===== config.mk =====
export PLATFORM = sky130hd
export DESIGN_NAME = ars_result_store
export DESIGN_NICKNAME = d
export VERILOG_FILES = /design/src/shared/ars_pkg.sv /design/src/shared/ars_flag_if.sv /design/src/design/ars_result_store.sv /design/src/design/ars_chan_flags.sv
export VERILOG_INCLUDE_DIRS = /design/src /design/src/shared
export SDC_FILE = /design/constraint.sdc
export NUM_CORES = 1
export LEC_CHECK = 0
export BUFFER_PORTS_ARGS = -buffer_cell sky130_fd_sc_hd__buf_2
export CAP_MARGIN = 20
export CORE_MARGIN = 4
export CORE_UTILIZATION = 35
export DETAILED_ROUTE_END_ITERATION = 6
export SLEW_MARGIN = 30
export SYNTH_ARGS = -nofsm -noshare
export SYNTH_HDL_FRONTEND = slang
export SYNTH_HIERARCHICAL = 1
export SYNTH_SLANG_ARGS = --single-unit

===== constraint.sdc =====
create_clock -name clk_sys -period 3.4 [get_ports clk_sys]
set_input_delay 1.02 -clock clk_sys [delete_from_list [all_inputs] [get_ports clk_sys]]
set_output_delay 1.02 -clock clk_sys [all_outputs]
set_load 0.005 [all_outputs]

===== src/shared/ars_map.svh =====
`ifndef ARS_MAP_SVH
`define ARS_MAP_SVH

// register offsets on the plain register port (byte addresses)
`define ARS_OFF_CHAN_ENABLE 8'h10
`define ARS_OFF_CHAN_DISABLE 8'h14
`define ARS_OFF_CHAN_STATE 8'h18
`define ARS_OFF_STATUS 8'h1c
`define ARS_OFF_LAST_RESULT 8'h20
`define ARS_OFF_CHAN_RESULT_BASE 8'h30

// status register fields
`define ARS_SR_EOC_LSB 0
`define ARS_SR_OVR_LSB 8
`define ARS_SR_PEND_BIT 16
`define ARS_SR_GOVR_BIT 17

// last-result register: channel number above the data
`define ARS_LR_CHAN_LSB 12

// reset values
`define ARS_CHAN_EN_RESET 32'h0000_0000
`define ARS_RDATA_RESET 32'h0000_0000

// read data appears this many cycles after the read strobe
`define ARS_READ_LATENCY 1

`endif


===== src/shared/ars_pkg.sv =====
package ars_pkg;

  // which register an address selects
  typedef enum logic [2:0] {
    ARS_SEL_NONE,
    ARS_SEL_ENABLE,
    ARS_SEL_DISABLE,
    ARS_SEL_CHAN_STATE,
    ARS_SEL_STATUS,
    ARS_SEL_LAST,
    ARS_SEL_CHAN_RESULT
  } ars_regsel_t;

endpackage : ars_pkg


===== src/shared/ars_flag_if.sv =====
`timescale 1ns/100ps
`default_nettype none

interface ars_flag_if #(
  parameter int NUM_CHAN = 8
);
  logic [NUM_CHAN-1:0] setEoc;
  logic [NUM_CHAN-1:0] clrEoc;
  logic clrOvr;
  logic [NUM_CHAN-1:0] eoc;
  logic [NUM_CHAN-1:0] ovr;

  modport ctl (
    output setEoc,
    output clrEoc,
    output clrOvr,
    input eoc,
    input ovr
  );

  modport flags (
    input setEoc,
    input clrEoc,
    input clrOvr,
    output eoc,
    output ovr
  );
endinterface : ars_flag_if

`default_nettype wire


===== src/design/ars_result_store.sv =====
// Design decisions made here: the placing of the registers and the strobed register port.
`timescale 1ns/100ps
`default_nettype none
`include "ars_map.svh"

// What this block does
// - only last-result read clears result pending
// - enabled end stores result, sets pending
// - disabling other channel keeps pending set
// - disabled channel end stores nothing, no pending
// - other channel result read keeps pending set
// - end while pending sets global overrun
// - status read clears global overrun, set wins
// - result read keeps global overrun set
// - disabling other channel keeps global overrun
// - end with end flag set sets overrun
// - channel or last read clears end flag
// - status read clears channel overrun, set wins
// - no end flag for channel just disabled
// - channel read clears only its own flag
module ars_result_store #(
  parameter int NUM_CHAN = 8,
  parameter int DATA_W = 10
) (
  // clock and reset
  input wire logic clk_sys,
  input wire logic srst,
  // register port
  input wire logic [7:0] regAddr,
  input wire logic [31:0] regWdata,
  input wire logic regWrite,
  input wire logic regRead,
  output logic [31:0] regRdata,
  // conversion core
  input wire logic eocValid,
  input wire logic [$clog2(NUM_CHAN)-1:0] eocChan,
  input wire logic [DATA_W-1:0] eocData,
  // status levels
  output logic resultPending,
  output logic globalOverrun,
  output logic [NUM_CHAN-1:0] channelEnable
);

  localparam int CW = $clog2(NUM_CHAN);

  // address decode, shared by the write path and the read path
  function automatic ars_pkg::ars_regsel_t regSel(input logic [7:0] addr);
    ars_pkg::ars_regsel_t sel;
    sel = ars_pkg::ARS_SEL_NONE;
    if (addr == `ARS_OFF_CHAN_ENABLE)
    begin
      sel = ars_pkg::ARS_SEL_ENABLE;
    end
    else if (addr == `ARS_OFF_CHAN_DISABLE)
    begin
      sel = ars_pkg::ARS_SEL_DISABLE;
    end
    else if (addr == `ARS_OFF_CHAN_STATE)
    begin
      sel = ars_pkg::ARS_SEL_CHAN_STATE;
    end
    else if (addr == `ARS_OFF_STATUS)
    begin
      sel = ars_pkg::ARS_SEL_STATUS;
    end
    else if (addr == `ARS_OFF_LAST_RESULT)
    begin
      sel = ars_pkg::ARS_SEL_LAST;
    end
    else if (addr >= `ARS_OFF_CHAN_RESULT_BASE
             && addr < 8'(`ARS_OFF_CHAN_RESULT_BASE + 4 * NUM_CHAN)
             && addr[1:0] == 2'h0)
    begin
      sel = ars_pkg::ARS_SEL_CHAN_RESULT;
    end
    return sel;
  endfunction : regSel

  // one-hot channel picked by a channel-result address
  function automatic logic [NUM_CHAN-1:0] chanOfAddr(input logic [7:0] addr);
    logic [7:0] idx;
    logic [NUM_CHAN-1:0] hot;
    idx = 8'(addr - `ARS_OFF_CHAN_RESULT_BASE) >> 2;
    hot = '0;
    for (int i = 0; i < NUM_CHAN; i++)
    begin
      if (idx == 8'(i))
      begin
        hot[i] = 1'b1;
      end
    end
    return hot;
  endfunction : chanOfAddr

  ars_flag_if #(.NUM_CHAN(NUM_CHAN)) flagBus ();

  ars_chan_flags #(
    .NUM_CHAN(NUM_CHAN)
  ) u_flags (
    .clk_sys(clk_sys),
    .srst(srst),
    .fl(flagBus.flags)
  );

  logic [NUM_CHAN-1:0] chanEn_reg;
  logic [NUM_CHAN-1:0] chanEn_next;
  logic [DATA_W-1:0] chanResult_reg [NUM_CHAN];
  logic [DATA_W-1:0] chanResult_next [NUM_CHAN];
  logic [DATA_W-1:0] lastResult_reg;
  logic [DATA_W-1:0] lastResult_next;
  logic [CW-1:0] lastChan_reg;
  logic [CW-1:0] lastChan_next;
  logic pending_reg;
  logic pending_next;
  logic govr_reg;
  logic govr_next;
  logic [31:0] rdata_reg;
  logic [31:0] rdata_next;

  ars_pkg::ars_regsel_t sel;
  logic [NUM_CHAN-1:0] rdChanHot;
  logic [NUM_CHAN-1:0] disMask;
  logic [NUM_CHAN-1:0] eocHot;
  logic rdLast;
  logic rdStatus;
  logic accept;
  logic newGovr;

  // request decode
  always_comb
  begin
    sel = regSel(regAddr);
    rdChanHot = '0;
    if (regRead && sel == ars_pkg::ARS_SEL_CHAN_RESULT)
    begin
      rdChanHot = chanOfAddr(regAddr);
    end
    rdLast = regRead && sel == ars_pkg::ARS_SEL_LAST;
    rdStatus = regRead && sel == ars_pkg::ARS_SEL_STATUS;
    disMask = '0;
    if (regWrite && sel == ars_pkg::ARS_SEL_DISABLE)
    begin
      disMask = regWdata[NUM_CHAN-1:0];
    end
    eocHot = '0;
    if (eocValid && 32'(eocChan) < 32'(NUM_CHAN))
    begin
      eocHot[eocChan] = 1'b1;
    end
    // a channel disabled now or earlier gives no result
    accept = |(eocHot & chanEn_reg & ~disMask);
    newGovr = accept && pending_reg;
  end

  // flag requests to the per-channel flag store
  always_comb
  begin
    flagBus.setEoc = accept ? eocHot : '0;
    // only the addressed channel, plus the last channel on a last read
    flagBus.clrEoc = rdChanHot;
    if (rdLast)
    begin
      flagBus.clrEoc[lastChan_reg] = 1'b1;
    end
    flagBus.clrOvr = rdStatus;
  end

  // channel enables, results, last result and its channel
  always_comb
  begin
    chanEn_next = chanEn_reg;
    chanResult_next = chanResult_reg;
    lastResult_next = lastResult_reg;
    lastChan_next = lastChan_reg;
    if (regWrite && sel == ars_pkg::ARS_SEL_ENABLE)
    begin
      chanEn_next = chanEn_reg | regWdata[NUM_CHAN-1:0];
    end
    else if (regWrite && sel == ars_pkg::ARS_SEL_DISABLE)
    begin
      chanEn_next = chanEn_reg & ~regWdata[NUM_CHAN-1:0];
    end
    if (accept)
    begin
      chanResult_next[eocChan] = eocData;
      lastResult_next = eocData;
      lastChan_next = eocChan;
    end
  end

  // global flags: channel-result reads and disables never clear pending,
  // so a result stored beside them is always announced
  always_comb
  begin
    pending_next = pending_reg;
    if (rdLast)
    begin
      pending_next = 1'b0;
    end
    if (accept)
    begin
      pending_next = 1'b1;
    end
    if (rdStatus)
    begin
      govr_next = newGovr;
    end
    else
    begin
      govr_next = govr_reg | newGovr;
    end
  end

  // read data, sampled before this cycle's updates land
  always_comb
  begin
    rdata_next = `ARS_RDATA_RESET;
    if (regRead)
    begin
      case (sel)
        ars_pkg::ARS_SEL_CHAN_STATE:
        begin
          rdata_next[NUM_CHAN-1:0] = chanEn_reg;
        end
        ars_pkg::ARS_SEL_STATUS:
        begin
          rdata_next[`ARS_SR_EOC_LSB +: NUM_CHAN] = flagBus.eoc;
          rdata_next[`ARS_SR_OVR_LSB +: NUM_CHAN] = flagBus.ovr;
          rdata_next[`ARS_SR_PEND_BIT] = pending_reg;
          rdata_next[`ARS_SR_GOVR_BIT] = govr_reg;
        end
        ars_pkg::ARS_SEL_LAST:
        begin
          rdata_next[DATA_W-1:0] = lastResult_reg;
          rdata_next[`ARS_LR_CHAN_LSB +: CW] = lastChan_reg;
        end
        ars_pkg::ARS_SEL_CHAN_RESULT:
        begin
          for (int i = 0; i < NUM_CHAN; i++)
          begin
            if (rdChanHot[i])
            begin
              rdata_next[DATA_W-1:0] = chanResult_reg[i];
            end
          end
        end
        default:
        begin
          // write-only and unmapped addresses read as zero
          rdata_next = `ARS_RDATA_RESET;
        end
      endcase
    end
  end

  // channel enables and stored results
  always_ff @(posedge clk_sys)
  begin
    if (srst)
    begin
      chanEn_reg <= NUM_CHAN'(`ARS_CHAN_EN_RESET);
      for (int i = 0; i < NUM_CHAN; i++)
      begin
        chanResult_reg[i] <= '0;
      end
      lastResult_reg <= '0;
      lastChan_reg <= '0;
    end
    else
    begin
      chanEn_reg <= chanEn_next;
      chanResult_reg <= chanResult_next;
      lastResult_reg <= lastResult_next;
      lastChan_reg <= lastChan_next;
    end
  end

  // global flags
  always_ff @(posedge clk_sys)
  begin
    if (srst)
    begin
      pending_reg <= 1'b0;
      govr_reg <= 1'b0;
    end
    else
    begin
      pending_reg <= pending_next;
      govr_reg <= govr_next;
    end
  end

  // read data register, zero whenever no read was taken
  always_ff @(posedge clk_sys)
  begin
    if (srst)
    begin
      rdata_reg <= `ARS_RDATA_RESET;
    end
    else
    begin
      rdata_reg <= rdata_next;
    end
  end

  assign regRdata = rdata_reg;
  assign resultPending = pending_reg;
  assign globalOverrun = govr_reg;
  assign channelEnable = chanEn_reg;

endmodule : ars_result_store

`default_nettype wire


===== src/design/ars_chan_flags.sv =====
`timescale 1ns/100ps
`default_nettype none

module ars_chan_flags #(
  parameter int NUM_CHAN = 8
) (
  // clock and reset
  input wire logic clk_sys,
  input wire logic srst,
  // flag requests and flag state
  ars_flag_if.flags fl
);

  logic [NUM_CHAN-1:0] eoc_reg;
  logic [NUM_CHAN-1:0] eoc_next;
  logic [NUM_CHAN-1:0] ovr_reg;
  logic [NUM_CHAN-1:0] ovr_next;
  logic [NUM_CHAN-1:0] newOvr;

  always_comb
  begin
    // overrun judged on the flag as it stood before this cycle's clear
    newOvr = fl.setEoc & eoc_reg;
    // set wins over a clear in the same cycle
    eoc_next = (eoc_reg & ~fl.clrEoc) | fl.setEoc;
    if (fl.clrOvr)
    begin
      // status read drops old overruns even while a new end flag rises
      ovr_next = newOvr;
    end
    else
    begin
      ovr_next = ovr_reg | newOvr;
    end
  end

  always_ff @(posedge clk_sys)
  begin
    if (srst)
    begin
      eoc_reg <= '0;
      ovr_reg <= '0;
    end
    else
    begin
      eoc_reg <= eoc_next;
      ovr_reg <= ovr_next;
    end
  end

  assign fl.eoc = eoc_reg;
  assign fl.ovr = ovr_reg;

endmodule : ars_chan_flags

`default_nettype wire


; Word-level counts from Yosys, hierarchy flattened
; Index checks and enable logic that the tools add are counted.
[totals]
regBits = 151
inputBits = 58
output_inout_bits = 42
wordCells = 122
[classes]
addsub = 1
order_cmp = 8
eq_ne = 18
mux = 43
bitwise = 16
n_reduce_logical = 18
[op_table]
columns = op, count
row1 = $mux W10, 9
row2 = $bwmux W80, 1
row3 = $mux W8, 8
row4 = $and A8 B8 Y8, 5
row5 = $eq A8 B5 Y1 const B, 4
row6 = $or A8 B8 Y8, 4
row7 = $pmux W8 S4, 1
row8 = $demux W10 S3, 1
row9 = $eq A6 B3 Y1 const B, 4
row10 = $not A8 Y8, 3
row11 = $mux W3, 6
row12 = $mux W1, 13
row13 = $eq A6 B2 Y1 const B, 2
row14 = $logic_and A1 B1 Y1, 11
row15 = $eq A3 B3 Y1 const B, 3
row16 = $eq A8 B6 Y1 const B, 1
row17 = $ge A8 B6 Y1 const B, 1
row18 = $logic_not A8 Y1, 1
row19 = $lt A3 B4 Y1 const B, 2
row20 = $lt A8 B7 Y1 const B, 1
row21 = $reduce_or A8 Y1, 1
row22 = $sub A8 B6 Y8 const B, 1
row23 = $demux W1 S3, 2
row24 = $eq A3 B2 Y1 const B, 2
row25 = 14 further kinds, 17

; Depth between registers and ports, before layout
; Gate-level depths: netlist (run 1).
[logic_depth]
ltp_word = 21
ltp_mapped = 9
ltp_nobuf = 7

; Hierarchy
; The synthesis (run 1) kept the hierarchy.
[by_module_without_submodules]
columns = module, instances, cells_each, area_per_inst_um2, seq_area_each_um2
row1 = ars_result_store, 1, 659, 5901.9, 2422.3
row2 = ars_chan_flags, 1, 66, 636.9, 320.3

; Worst setup path before layout (run 1)
; No wires, ideal clock.
[synth_path]
path_kind = input port to flip-flop
start = in regAddr[1]
end = reg u_flags.eoc_reg[0], in the netlist u_flags/fl.eoc[0]
setup_time_ps = 113
arrival_time_ps = 2787
t_required_ps = 3287
slack_ps = 500
path_stages = 7
n_path_buf = 1
cell_sequence = or3_4 > buf_6 > nor4_4 > or4b_2 > o21ai_0 > nand2b_1 > a21oi_2
[synth_between]
elab_chain_len = 17
word_cells_on_any_way = 36
classes_between = 1 x add/sub / 2 x order compare / 8 x eq/ne / 11 x mux / 6 x bitwise / 8 x reduce/logical
[synth_rtl]
columns = element, line
row1 = start: declaration, ars_result_store.sv:29  ; input wire logic [7:0] regAddr,
row2 = $ge A8 B6 Y1 (no source line) or $lt A8 B7 Y1 (tied branches), --
row3 = $logic_and A1 B1 Y1 (2 in a row), ars_result_store.sv:70  ; else if (addr >= `ARS_OFF_CHAN_RESULT_BASE
row4 = $mux W3, ars_result_store.sv:70
row5 = $mux W3, ars_result_store.sv:66  ; else if (addr == `ARS_OFF_LAST_RESULT)
row6 = $mux W3, ars_result_store.sv:62  ; else if (addr == `ARS_OFF_STATUS)
row7 = $mux W3, ars_result_store.sv:58  ; else if (addr == `ARS_OFF_CHAN_STATE)
row8 = $mux W3, ars_result_store.sv:54  ; else if (addr == `ARS_OFF_CHAN_DISABLE)
row9 = $mux W3, ars_result_store.sv:50  ; if (addr == `ARS_OFF_CHAN_ENABLE)
row10 = $eq A3 B3 Y1, ars_result_store.sv:134  ; if (regRead && sel == ars_pkg::ARS_SEL_CHAN_RESULT)
row11 = $logic_and A1 B1 Y1, ars_result_store.sv:134
row12 = $mux W8, ars_result_store.sv:134
row13 = $or A8 B8 Y8 (no source line), --
row14 = $mux W8 (*), ars_result_store.sv:161  ; if (rdLast)
row15 = net flagBus.clrEoc[0], ars_flag_if.sv:8  ; logic [NUM_CHAN-1:0] clrEoc;
row16 = $not A8 Y8 (*), ars_chan_flags.sv:25  ; eoc_next = (eoc_reg & ~fl.clrEoc) | fl.setEoc;
row17 = $and A8 B8 Y8 (*), ars_chan_flags.sv:25
row18 = $or A8 B8 Y8 (*), ars_chan_flags.sv:25
row19 = end signal: assignment, ars_chan_flags.sv:46  ; eoc_reg <= eoc_next;
row20 = end: declaration, ars_chan_flags.sv:14  ; logic [NUM_CHAN-1:0] eoc_reg;
; The timed path passes the listed nets; every way through them passes the cells marked *.
; A chain may end at the register's enable or synchronous reset.

; Worst setup path after layout (run 1)
; Same ends and word-level chain as after synthesis.

==> results of run 1 <==
[cells by family after synthesis]
family                 after synthesis
AND/OR/NAND/NOR                    254
other                                1
multiplexers                       101
AO/OA/AOI/OAI                      142
flip-flops                         137
buffers and inverters               90
[cells in the final DEF, fill, tap and decap left out, types with 3 or more instances in the layout]
cell type	count
sky130_fd_sc_hd__a221oi_1	5
sky130_fd_sc_hd__nand3_1	3
sky130_fd_sc_hd__bufinv_16	3
sky130_fd_sc_hd__nand2_1	84
sky130_fd_sc_hd__clkinv_4	4
sky130_fd_sc_hd__and3_1	6
sky130_fd_sc_hd__o32ai_1	10
sky130_fd_sc_hd__nor2_1	96
sky130_fd_sc_hd__a22oi_1	8
sky130_fd_sc_hd__buf_2	60
sky130_fd_sc_hd__dfxtp_1	137
sky130_fd_sc_hd__mux4_2	4
sky130_fd_sc_hd__a222oi_1	5
sky130_fd_sc_hd__a211o_2	3
sky130_fd_sc_hd__clkinv_2	3
sky130_fd_sc_hd__a21oi_2	10
sky130_fd_sc_hd__nand4_1	7
sky130_fd_sc_hd__buf_4	32
sky130_fd_sc_hd__inv_1	20
sky130_fd_sc_hd__nor3b_1	3
sky130_fd_sc_hd__a21oi_1	45
sky130_fd_sc_hd__a31oi_1	3
sky130_fd_sc_hd__mux2_2	7
sky130_fd_sc_hd__mux2i_1	90
sky130_fd_sc_hd__clkbuf_16	17
sky130_fd_sc_hd__nand2b_1	26
sky130_fd_sc_hd__conb_1	14
sky130_fd_sc_hd__o21ai_0	27
sky130_fd_sc_hd__o21bai_1	4
[how the worst min path moves through the flow]
stage	slack, ps	from	to
global placement	440	chanResult_reg[58]	chanResult_reg[58]
finish	450	chanResult_reg[50]	chanResult_reg[50]
floorplan	430	chanResult_reg[50]	chanResult_reg[50]
detailed placement	450	chanResult_reg[58]	chanResult_reg[58]
global route	480	chanResult_reg[59]	chanResult_reg[59]
CTS	450	chanResult_reg[50]	chanResult_reg[50]
[critical path, delay by kind of cell]
family	cells	cell delay, ps
AO/OA/AOI/OAI	2	140
buffers and inverters	1	110
AND/OR/NAND/NOR	4	1710
[cells in the mapped netlist (3+ instances only)]
| cell | n |
|---|---|
| sky130_fd_sc_hd__mux4_2 | 4 |
| sky130_fd_sc_hd__a21oi_1 | 45 |
| sky130_fd_sc_hd__a31oi_1 | 3 |
| sky130_fd_sc_hd__and3_1 | 6 |
| sky130_fd_sc_hd__a22oi_1 | 8 |
| sky130_fd_sc_hd__buf_2 | 8 |
| sky130_fd_sc_hd__o32ai_1 | 10 |
| sky130_fd_sc_hd__o21ai_0 | 27 |
| sky130_fd_sc_hd__nand4_1 | 7 |
| sky130_fd_sc_hd__nand2b_1 | 26 |
| sky130_fd_sc_hd__a21oi_2 | 10 |
| sky130_fd_sc_hd__a222oi_1 | 5 |
| sky130_fd_sc_hd__nor2_1 | 96 |
| sky130_fd_sc_hd__mux2_2 | 7 |
| sky130_fd_sc_hd__a221oi_1 | 5 |
| sky130_fd_sc_hd__mux2i_1 | 90 |
| sky130_fd_sc_hd__nor3b_1 | 3 |
| sky130_fd_sc_hd__dfxtp_1 | 137 |
| sky130_fd_sc_hd__buf_4 | 17 |
| sky130_fd_sc_hd__o21bai_1 | 4 |
| sky130_fd_sc_hd__clkbuf_1 | 35 |
| sky130_fd_sc_hd__nand3_1 | 3 |
| sky130_fd_sc_hd__nand2_1 | 84 |
| sky130_fd_sc_hd__clkbuf_2 | 3 |
| sky130_fd_sc_hd__a211o_2 | 3 |
| sky130_fd_sc_hd__inv_1 | 20 |
[where the power goes]
| part | internal, W | switching, W |
|---|---|---|
| clock network | 0.00118 | 0.000725 |
| registers | 0.00161 | 0.00000748 |
| logic | 0.0000617 | 0.000134 |
[area by class of cell]
cell class | instances | area [sq um] | area share (%)
multi-input combinational | 511 | 3390 | 44.2
sequential | 137 | 2740 | 35.8
timing repair buffer | 93 | 561 | 7.31
clock buffer | 18 | 439 | 5.73
tap | 229 | 287 | 3.74
clock inverter | 14 | 173 | 2.25
inverter | 21 | 78.8 | 1.03
[metal layers]
| layer | wire length (um) | vias to the layer above | GRT usage, % |
|---|---|---|---|
| met5 | 0 | - | 0 |
| met4 | 362 | 0 | 5.69 |
| met3 | 942 | 23 | 4.50 |
| met2 | 8860 | 147 | 29.8 |
| met1 | 8200 | 2519 | 23.5 |
| li1 | - | 2623 | - |
[through the flow]
stage	util (%)	setup WS, ps	std cells	total power (W)	instance area [sq um]
2_1_floorplan	-	500	738	0.00179	6590
3_3_place_gp	38.9	307	991	0.00185	7060
3_5_place_dp	38.9	287	991	0.00185	7060
4_1_cts	42.3	733	1023	0.00375	7670
5_1_grt	42.3	588	1023	0.00385	7670
6_report	42.3	708	1023	0.00372	7670
==> impl.org, run 1 <==
** Yosys
- Averaged over all synthesized cells, the footprint is 9.02 sq um.
- The synthesized netlist devotes 15.5% of its cell area to compound gates.
- Counting distinct cell types in the post-synthesis netlist gives 69.
- Post-synthesis instance total :: 725
- After Yosys synthesis, XOR and XNOR cells account for 0% of the synthesized area.
- For this run, the number of Yosys warnings is 6.
- Synthesis-stage register bit count :: 137
- Number of enable flip-flop cells after synthesis :: 0
- The most used flip-flop cell after synthesis is sky130_fd_sc_hd__dfxtp_1.
- Netlist area before placement :: 6540 sq um
- By area, the combinational part of the netlist is dominated by simple AND/OR/NAND/NOR gates.
- Portion of synthesized cell area occupied by the leading cell type :: 41.9%
- Share of synthesized flip-flops with an asynchronous set or reset :: 0%
- Largest area contributor in the netlist :: sky130_fd_sc_hd__dfxtp_1
- After Yosys synthesis, full adders, half adders and majority gates account for 0% of the synthesized area.
- Of the synthesized area, sequential elements account for 41.9%.
- Top cells by area in the synthesized netlist :: sky130_fd_sc_hd__dfxtp_1 (42%), sky130_fd_sc_hd__mux2i_1 (14%), sky130_fd_sc_hd__nor2_1 (5.5%)
- Of the total synthesized cell area, the portion taken by AND, OR, NAND and NOR gates is 19.0%.
- Portion of netlist area occupied by mux cells :: 16.4%

** Detailed routing
- Number of violations reported at the end of detailed-routing iteration 0 :: 404
- Number of detailed-routing iterations run before antenna repair :: 5
- For this run, design rule violations remaining after detail routing come to 0.
- In the final routed layout, each cell accounts on average for 18.0 um.
- Total via count after detailed routing :: 5312
- Total wire length :: 18.4 mm
- The count of nets left with antenna violations once routing finished came out at 0.
- Vias per cell :: 5.19

** Power and ir drop
- In this run the power density over the cells is 485 nW/um^2.
- VDD sags by at most 0.318 mV.
- In this run the static leakage power is 3.38 nW.

** Critical path
- The critical path goes through buf_2 -> or3_4 -> nor4_4 -> or4b_2 -> o21ai_0 -> nand2b_1 -> a21oi_2.
- CP Capture Point :: u_flags/fl.eoc[0]
- STA puts the critical path data required time at 3700 ps.
- Depth of the worst register-to-register path :: 7
- At the worst endpoint, the arrival time is 2990 ps.
- Maximum fanout along the worst path :: 12
- Reg2Reg Setup Slack :: 1570 ps
- In this run the critical register-to-register path is captured at chanResult_reg[17].
- Crit end category :: register
- The worst setup path is launched from an input port.
- CP max stage delay :: 610 ps
- Worst path slowest cell :: sky130_fd_sc_hd__or4b_2
- The critical path in this run is classified as in2reg.
- In this run the worst setup path begins at regAddr[1].

** Layout
- Of the cells placed in the final design, the portion with a size suffix greater than 1 is 21.2%.
- Fill cell count :: 1798
- For this run, the post-layout net count is 839.
- Compared with the post-synthesis result, the final layout area differs by 17.3%.
- Number of flip-flops under the largest register name :: 80
- 0 antenna diodes ended up in the layout.

** Clock tree
- Clock Sink Count :: 137
- Resized Gates After CTS :: 0
- H-tree levels :: 4
- The clock passes through at most 2 buffers.
- Hold buffers post-CTS :: 0
- TritonCTS clock tree :: yes
- The root buffer cell chosen for the clock tree is sky130_fd_sc_hd__clkbuf_16.
- The later pin in the worst-skew pair is clocked with a latency of 430 ps.
- Clock-pin slew was measured on the worst setup and hold paths at 60 ps.
- Post-CTS timing repair inserted 0 buffers for setup.
- In this run, CTS created clock tree buffers numbering 17.

** Place
- The count of buffers added on input and output ports is 61.
- At the end of routability-driven placement, the weighted congestion stood at 0.884.
- Placed wire-length estimate after detailed placement :: 12.8 mm

** Global routing
- All-Layer GR Usage :: 18.1%
- Largest net degree at the start of global routing :: 83
- The number of antenna violations at the first check in global routing is 0.
- Remaining global-route overflow :: 0
- Vias in the first global route :: 5075
- The first global-routing pass estimated 28.9 mm of wire.

** Min path
- The worst hold path was traced through 2 stages.
- The min-delay analysis places its worst path in the category reg2reg.

** Timing
- Final cycle utilization of the critical path :: 79.2%
- Final worst path period need :: 2690 ps
- Final setup TNS :: 0 ps
- The tightest hold path in the finished design has a slack of 454 ps.
- Highest Clock Rate :: 371 MHz
- Number of max-slew violations in the final report :: 0
- Least-Margin Pin Slew :: 872 ps
- Number of endpoints with negative hold slack in the final report :: 0
- Setup repair after global routing left no endpoint under its margin.
- Worst slew margin relative to its limit :: 41.8%
- Final count of negative-setup-slack endpoints :: 0
- Final worst clock skew :: 7.72 ps

** Floorplan
- The floorplan step set the die height to 145 um.
- From left edge to right edge, the die measures 145 um.
- Starting density of the core :: 36.0%
- The initialized floorplan defines 49 standard-cell rows.
- The core region is 18100 sq um.
- In this run the count of I/O pins placed on the die edge is 100.
- DIE AREA :: 20900 sq um

** Run status
- Result of the run :: finished, final reports clean

** Job
- Max-capacitance violation count :: 0
Power figures use the tool's default switching activity.
==> inputs of run 2 (changes only) <==
Clock period 3.4 ns to 2.5 ns, I/O delays scaled along.
==> run 2 against run 1 <==
Effect of this change:
- clock power increased by 41%
- die area unchanged
- clock skew increased by 1.1 ps
- power increased by 39%
- non-clock buffer count increased by 48
- combinational power increased by 57%
- via count increased by 4.1%
- count of clock-buffer cells in the layout increased by 3
- final cell count increased by 4.6%
- wire length increased by 1.9%
- critical endpoint is now lastResult_reg[7]
- highest routed layer unchanged
==> impl.org, run 2 (synthesis gave the netlist of run 1 again) <==
** Min path
- The cell depth of the worst hold path was 2 (unchanged).
- Hold/Removal Path Class :: reg2reg

** Floorplan
- Starting density of the core :: 36.0% (unchanged)
- I/O pins :: 100 (unchanged)
- DIE AREA :: 20900 sq um (unchanged)
- Die extent in x :: 145 um (unchanged)
- The number of rows in the core area came to 49 (unchanged).
- Die Height :: 145 um (unchanged)
- The floorplan core area came to 18100 sq um (unchanged).

** Timing
- Number of max-slew violations in the final report :: 0 (unchanged)
- Final worst clock skew :: 8.81 ps (+1.09 ps)
- For the finished layout, the period the worst path requires is 2310 ps.
- For this run, the top clock speed supported by timing is 432 MHz.
- The final sum of negative setup slack is 0 ps (unchanged).
- Least-Margin Pin Slew :: 653 ps (-220 ps)
- Worst slew margin relative to its limit :: 56.2% (+14 points)
- Setup repair after global routing left no endpoint under its margin.
- Final count of negative-setup-slack endpoints :: 0 (unchanged)
- The final critical path takes up 92.5% of the cycle.
- Fin Hold WS :: 453 ps (-0.438 ps)
- The final hold violation count was 0 (unchanged).
- Final worst setup slack :: 186 ps (-521 ps)

** Layout
- From synthesis to final layout, the design area changed by 25.4%.
- The library cell used most frequently in the layout, excluding fill and tap cells, is sky130_fd_sc_hd__dfxtp_1.
- The proportion of layout cells with a drive suffix above 1 was 25.3% (+4.2 points).
- Final instance area :: 8200 sq um (+7.0%)
- In the layout the commonest cells are sky130_fd_sc_hd__dfxtp_1 (137), sky130_fd_sc_hd__nor2_1 (96), sky130_fd_sc_hd__mux2i_1 (90).
- The flip-flop count of the largest register after layout was 80 (unchanged).
- The total number of nets in the final design was 887 (+5.7%).
- The filler cell count was 1757 (-2.3%).
- # diodes :: 0 (unchanged)

** Global routing
- GR Layer Usage met2 :: 30.5% (+0.66 points)
- Largest net degree at the start of global routing :: 71 (-14%)
- Remaining global-route overflow :: 0 (unchanged)
- All-Layer GR Usage :: 18.4% (+0.34 points)
- Busiest layer in global routing :: met2
- Met1 GRT Util :: 23.7% (+0.26 points)
- The global-route wire length before repair is 29.3 mm (+1.5%).
- Antenna violations before repair :: 0 (unchanged)
- The number of global-route vias before repair is 5417 (+6.7%).
- The met3 track demand over resource in global routing came to 3.88% (-0.62 points).

** Job
- Max-capacitance violation count :: 0 (unchanged)

** Clock tree
- The number of CTS-inserted buffers is 17 (unchanged).
- The clock-pin slew on the worst setup and hold paths was 60 ps (about the same).
- Setup repair bufs after CTS :: 0 (unchanged)
- The number of sinks on the clock net came to 137 (unchanged).
- The number of buffers on the longest clock path came to 2 (unchanged).
- The latest clock arrival within the worst-skew pair is 420 ps (about the same).
- Resized Gates After CTS :: 0 (unchanged)
- H-tree levels :: 4 (unchanged)
- Master cell of the clock root buffer :: sky130_fd_sc_hd__clkbuf_16
- TritonCTS built the clock tree.
- The cts-stage hold buffer count is 0 (unchanged).

** Critical path
- Crit end category :: register
- By startpoint and endpoint, the worst setup path is classified as in2reg.
- The arrival time of data at the critical path endpoint was 2660 ps (-330 ps).
- The top fanout value on the critical path came to 11 (-1).
- Startpoint Class :: input port
- The length in cells of the worst reg-to-reg path was 7 (unchanged).
- The required time at the endpoint of the critical path came to 2840 ps (-860 ps).

** Place
- Minimum setup slack after placement :: -223 ps (-510 ps)
- The detailed placer's ending HPWL came to 13.4 mm (+4.4%).
- The number of input and output port buffers inserted came to 61 (unchanged).
- Last weighted congestion value of the routability-driven placer :: 0.834 (-5.7%)
- The cell area after placement was 7570 sq um (+7.3%).

** Power and ir drop
- The power per standard cell area is 632 nW/um^2 (+30%).
- Leak :: 3.68 nW (+8.8%)
- The post-layout total power was 0.00518 W (+39%).
- The peak ir drop on the vdd network was 0.416 mV (+31%).

** Detailed routing
- Number of nets with antenna violations after routing :: 0 (unchanged)
- Number of detailed-routing iterations run before antenna repair :: 7 (+2)
- The routed via count divided by cell count was 5.17 (-0.47%).
- Number of violations reported at the end of detailed-routing iteration 0 :: 420 (+4.0%)
- Total via count after detailed routing :: 5530 (+4.1%)
- The wire length per cell after detailed routing was 17.5 um (-2.6%).
- The routed wire length came to 18.7 mm (+1.9%).
- The post-route DRC violation count was 0 (unchanged).

** Run status
- The flow ran to the end, and the final reports show no timing, DRC or antenna violations.
[run 2: worst paths after layout]
path | start | end | slack (ps)
max | regAddr[1] | lastResult_reg[7] | 190
min | chanResult_reg[50] | chanResult_reg[50] | 450
min reg2reg | chanResult_reg[50] | chanResult_reg[50] | 450
max reg2reg | register | u_flags/fl.ovr[2] | 550
[run 2: layer usage]
| metal | vias up | wire [um] | part of all wire (%) |
|---|---|---|---|
| li1 | 2712 | - | - |
| met3 | 36 | 896 | 4.8 |
| met1 | 2626 | 8360 | 45 |
| met4 | 0 | 480 | 2.6 |
| met5 | - | 0 | 0 |
| met2 | 156 | 8960 | 48 |
[run 2: critical path, cell delays in order]
cell and delay, ps:
sky130_fd_sc_hd__buf_2 110, sky130_fd_sc_hd__or3_4 440, sky130_fd_sc_hd__o41ai_4 420, sky130_fd_sc_hd__nor3_1 130, sky130_fd_sc_hd__nor3_4 240, sky130_fd_sc_hd__a2bb2oi_4 200
sky130_fd_sc_hd__buf_12 160, sky130_fd_sc_hd__mux2i_1 200
[run 2: power breakdown]
group	total (W)	internal (W)	leakage (nW)	switching, W
clock	0.00267	0.00172	0.300	0.000949
sequential	0.00221	0.00219	1.10	0.0000107
combinational	0.000308	0.000117	2.28	0.000191
total	0.00518	0.00403	3.68	0.00115
[run 2: area by class of cell]
class | count | area (sq um) | share of cell area (%)
Multi-Input combinational cell | 511 | 3400 | 41.4
Timing Repair Buffer | 141 | 1070 | 13.1
Tap cell | 229 | 287 | 3.49
Sequential cell | 137 | 2740 | 33.4
Inverter | 21 | 78.8 | 0.961
Clock inverter | 10 | 166 | 2.03
Clock buffer | 21 | 460 | 5.61
[run 2: through the flow]
step | util (%) | cells
global route | 45.2 | 1070
CTS | 45.2 | 1070
floorplan | - | 738
global placement | 41.7 | 1039
finish | 45.2 | 1070
detailed placement | 41.7 | 1039
==> inputs of run 3 (changes only) <==
Settings changed: CORE_ASPECT_RATIO set to 0.6.
==> run 3 against run 2 <==
Effect of this change:
- largest cell class unchanged
- critical path depth up 1
- count of clock-buffer cells in the layout down 4
- die area up 0.35%
- sequential cell count unchanged
- critical endpoint is now lastResult_reg[0]
- first-iteration DRC count up 39%
- clock power about the same
- utilization down 0.059 points
- via count up 2.6%
==> impl.org, run 3 (synthesis gave the netlist of run 1 again) <==
** Power and ir drop
- The clock network fraction of design power is 51.3% (-0.2 points).
- Worst vdd rail ir drop :: 0.471 mV (+13%)
- The internal cell power is 0.00390 W (-3.3%).
- Switching pwr :: 0.00129 W (+12%)
- The part of the total power dissipated in combinational logic came to 6.3% (+0.4 points).
- Post-layout power :: 0.00519 W (about the same)
- The part of the total power dissipated in sequential elements is 42.5% (about the same).
- Leak :: 3.68 nW (about the same)
- The net switching fraction of the power is 24.8% (+2.6 points).
- Power per standard cell area :: 631 nW/um^2 (-0.16%)

** Critical path
- Worst path slowest cell :: sky130_fd_sc_hd__or3_4
- The worst setup path is captured at a register.
- The critical path goes through buf_2 -> or3_4 -> buf_4 -> nor4_2 -> a2bb2oi_2 -> a31oi_2 -> a2bb2oi_4 -> buf_12 -> mux2i_1.
- Type of the worst setup path :: in2reg
- The top fanout value on the critical path came to 13 (+2).
- Crit path required time :: 2850 ps (about the same)
- The arrival time of data at the critical path endpoint is 2720 ps (+60 ps).
- CP max stage delay :: 420 ps (-20 ps)
- Startpoint Class :: input port

** Layout
- Sequential Area :: 2740 sq um (unchanged)
- Compared with the post-synthesis result, the final layout area differs by 25.7%.
- The final non-filler cell area is 8220 sq um (+0.21%).
- Area of the multi-input gates :: 3400 sq um (unchanged)
- The total number of nets in the final design was 889 (+0.23%).
- # diodes :: 0 (unchanged)
- The library cell used most frequently in the layout, excluding fill and tap cells, is sky130_fd_sc_hd__dfxtp_1.
- In the layout the commonest cells are sky130_fd_sc_hd__dfxtp_1 (137), sky130_fd_sc_hd__nor2_1 (96), sky130_fd_sc_hd__mux2i_1 (90).
- The filler cell count came to 1779 (+1.3%).
- The proportion of layout cells with a drive suffix above 1 was 25.8% (+0.50 points).
- The flip-flop count of the largest register after layout was 80 (unchanged).

** Timing
- Worst slew margin relative to its limit :: 57.5% (+1.3 points)
- The slew of the pin with the lowest slew margin was 634 ps (-18.8 ps).
- Setup repair after global routing missed its margin :: no
- The setup violation total in the final timing report came to 0 (unchanged).
- Final cycle utilization of the critical path :: 94.7% (+2.2 points)
- Fin Hold WS :: 452 ps (-1.35 ps)
- The time the worst path needs with I/O delays and setup came to 2370 ps (+54.5 ps).
- The final hold violation count was 0 (unchanged).
- The final setup slack of the worst path came to 132 ps (-54.5 ps).
- Final worst clock skew :: 10.7 ps (+1.84 ps)
- Number of max-slew violations in the final report :: 0 (unchanged)
- The highest clock rate was 422 MHz (-2.3%).

** Clock tree
- Clk_lat worst skew :: 430 ps (about the same)
- The cts-stage hold buffer count came to 0 (unchanged).
- H-tree levels :: 4 (unchanged)
- The post-CTS setup-driven buffer insertion count is 0 (unchanged).
- The tree is rooted in a sky130_fd_sc_hd__clkbuf_16.
- The clock-pin slew on the worst setup and hold paths came to 70 ps (about the same).
- The number of sinks on the clock net is 137 (unchanged).
- Resized Gates After CTS :: 0 (unchanged)
- Number of buffers inserted during clock tree synthesis :: 17 (unchanged)
- TritonCTS built the clock tree.
- Buffers from clock root to sink, at most :: 2 (unchanged)

** Floorplan
- Starting density of the core :: 35.9% (-0.12 points)
- The number of rows in the core area came to 38 (-22%).
- The floorplan core area is 18200 sq um (+0.34%).
- The die footprint came to 21000 sq um (+0.35%).
- The floorplan die width is 184 um (+27%).
- The die height came to 114 um (-21%).
- I/O pins :: 100 (unchanged)

** Detailed routing
- Met2 layer wire length in the routed design :: 7.90 mm (-12%)
- Highest metal layer with signal wires :: met4
- The post-route DRC violation count was 0 (unchanged).
- Total via count after detailed routing :: 5676 (+2.6%)
- Vias per cell :: 5.24 (+1.3%)
- The number of antenna-violating nets in the routed design was 0 (unchanged).
- The routed wire length is 20.9 mm (+12%).
- The iteration count of the initial detailed-routing pass came to 6 (-1).
- The wire length per cell after detailed routing is 19.2 um (+10%).
- Routed wl met3 :: 1.76 mm (+96%)
- Wl on met1 :: 11.0 mm (+32%)
- Number of violations reported at the end of detailed-routing iteration 0 :: 583 (+39%)

** Place
- Placed wire-length estimate after detailed placement :: 15.2 mm (+13%)
- The cell area after placement was 7600 sq um (+0.38%).
- Total of buffers placed on input and output ports :: 61 (unchanged)
- Last weighted congestion value of the routability-driven placer :: 0.904 (+8.4%)
- The worst setup slack after placement is -275 ps (-52.6 ps).

** Global routing
- Antenna violations before repair :: 0 (unchanged)
- The number of global-route vias before repair came to 5395 (-0.41%).
- The largest net degree at the start of global routing is 57 (-20%).
- All-Layer GR Usage :: 20.0% (+1.6 points)
- Remaining global-route overflow :: 0 (unchanged)
- The global-route wire length before repair was 32.0 mm (+9.2%).

** Job
- Max-capacitance violation count :: 0 (unchanged)

** Run status
- The flow ran to the end, and the final reports show no timing, DRC or antenna violations.

** Min path
- Hold/Removal Path Class :: reg2reg
[run 3: worst max-delay path: cells and delay by family]
kind | cells | cell delay (ps)
AND/OR/NAND/NOR | 2 | 810
buffers and inverters | 3 | 440
multiplexers | 1 | 190
AO/OA/AOI/OAI | 3 | 520
[run 3: layer usage]
metal | vias up | track usage [%]
li1 | 2716 | -
met1 | 2737 | 32.7
met2 | 207 | 25.2
met3 | 16 | 5.83
met4 | 0 | 4.14
met5 | - | 0
[run 3: per-stage QoR]
stage               util, %  TNS [ps]  cells
floorplan                 -         0    738
global placement       41.8     -8890   1052
detailed placement     41.8     -9220   1052
CTS                    45.1         0   1084
global route           45.1         0   1084
finish                 45.1         0   1084
[run 3: path summary, 6_finish.rpt]
kind,start,slack (ps),end,depth (start not counted)
worst max-delay path,regAddr[1],130,lastResult_reg[0],9
worst min-delay path,u_flags/fl.ovr[5],450,regRdata[13],2
worst max register to register,register,510,chanResult_reg[15],7
worst min register to register,u_flags/fl.ovr[5],450,regRdata[13],2
[run 3: cell type report]
class                      count  share of cell area, %
sequential                   137                   33.4
multi-input combinational    511                   41.3
timing repair buffer         143                   13.2
tap                          240                   3.65
clock inverter                15                   2.31
inverter                      21                  0.959
clock buffer                  17                   5.18
[run 3: power groups by stage]
stage / logic, W / registers [W] / clock network [W]
after floorplan: 0.000192 / 0.00225 / 0
after global placement: 0.000316 / 0.00225 / 0
after detailed placement: 0.000317 / 0.00225 / 0
after CTS: 0.000318 / 0.00220 / 0.00269
after global routing: 0.000345 / 0.00220 / 0.00279
final: 0.000324 / 0.00220 / 0.00266
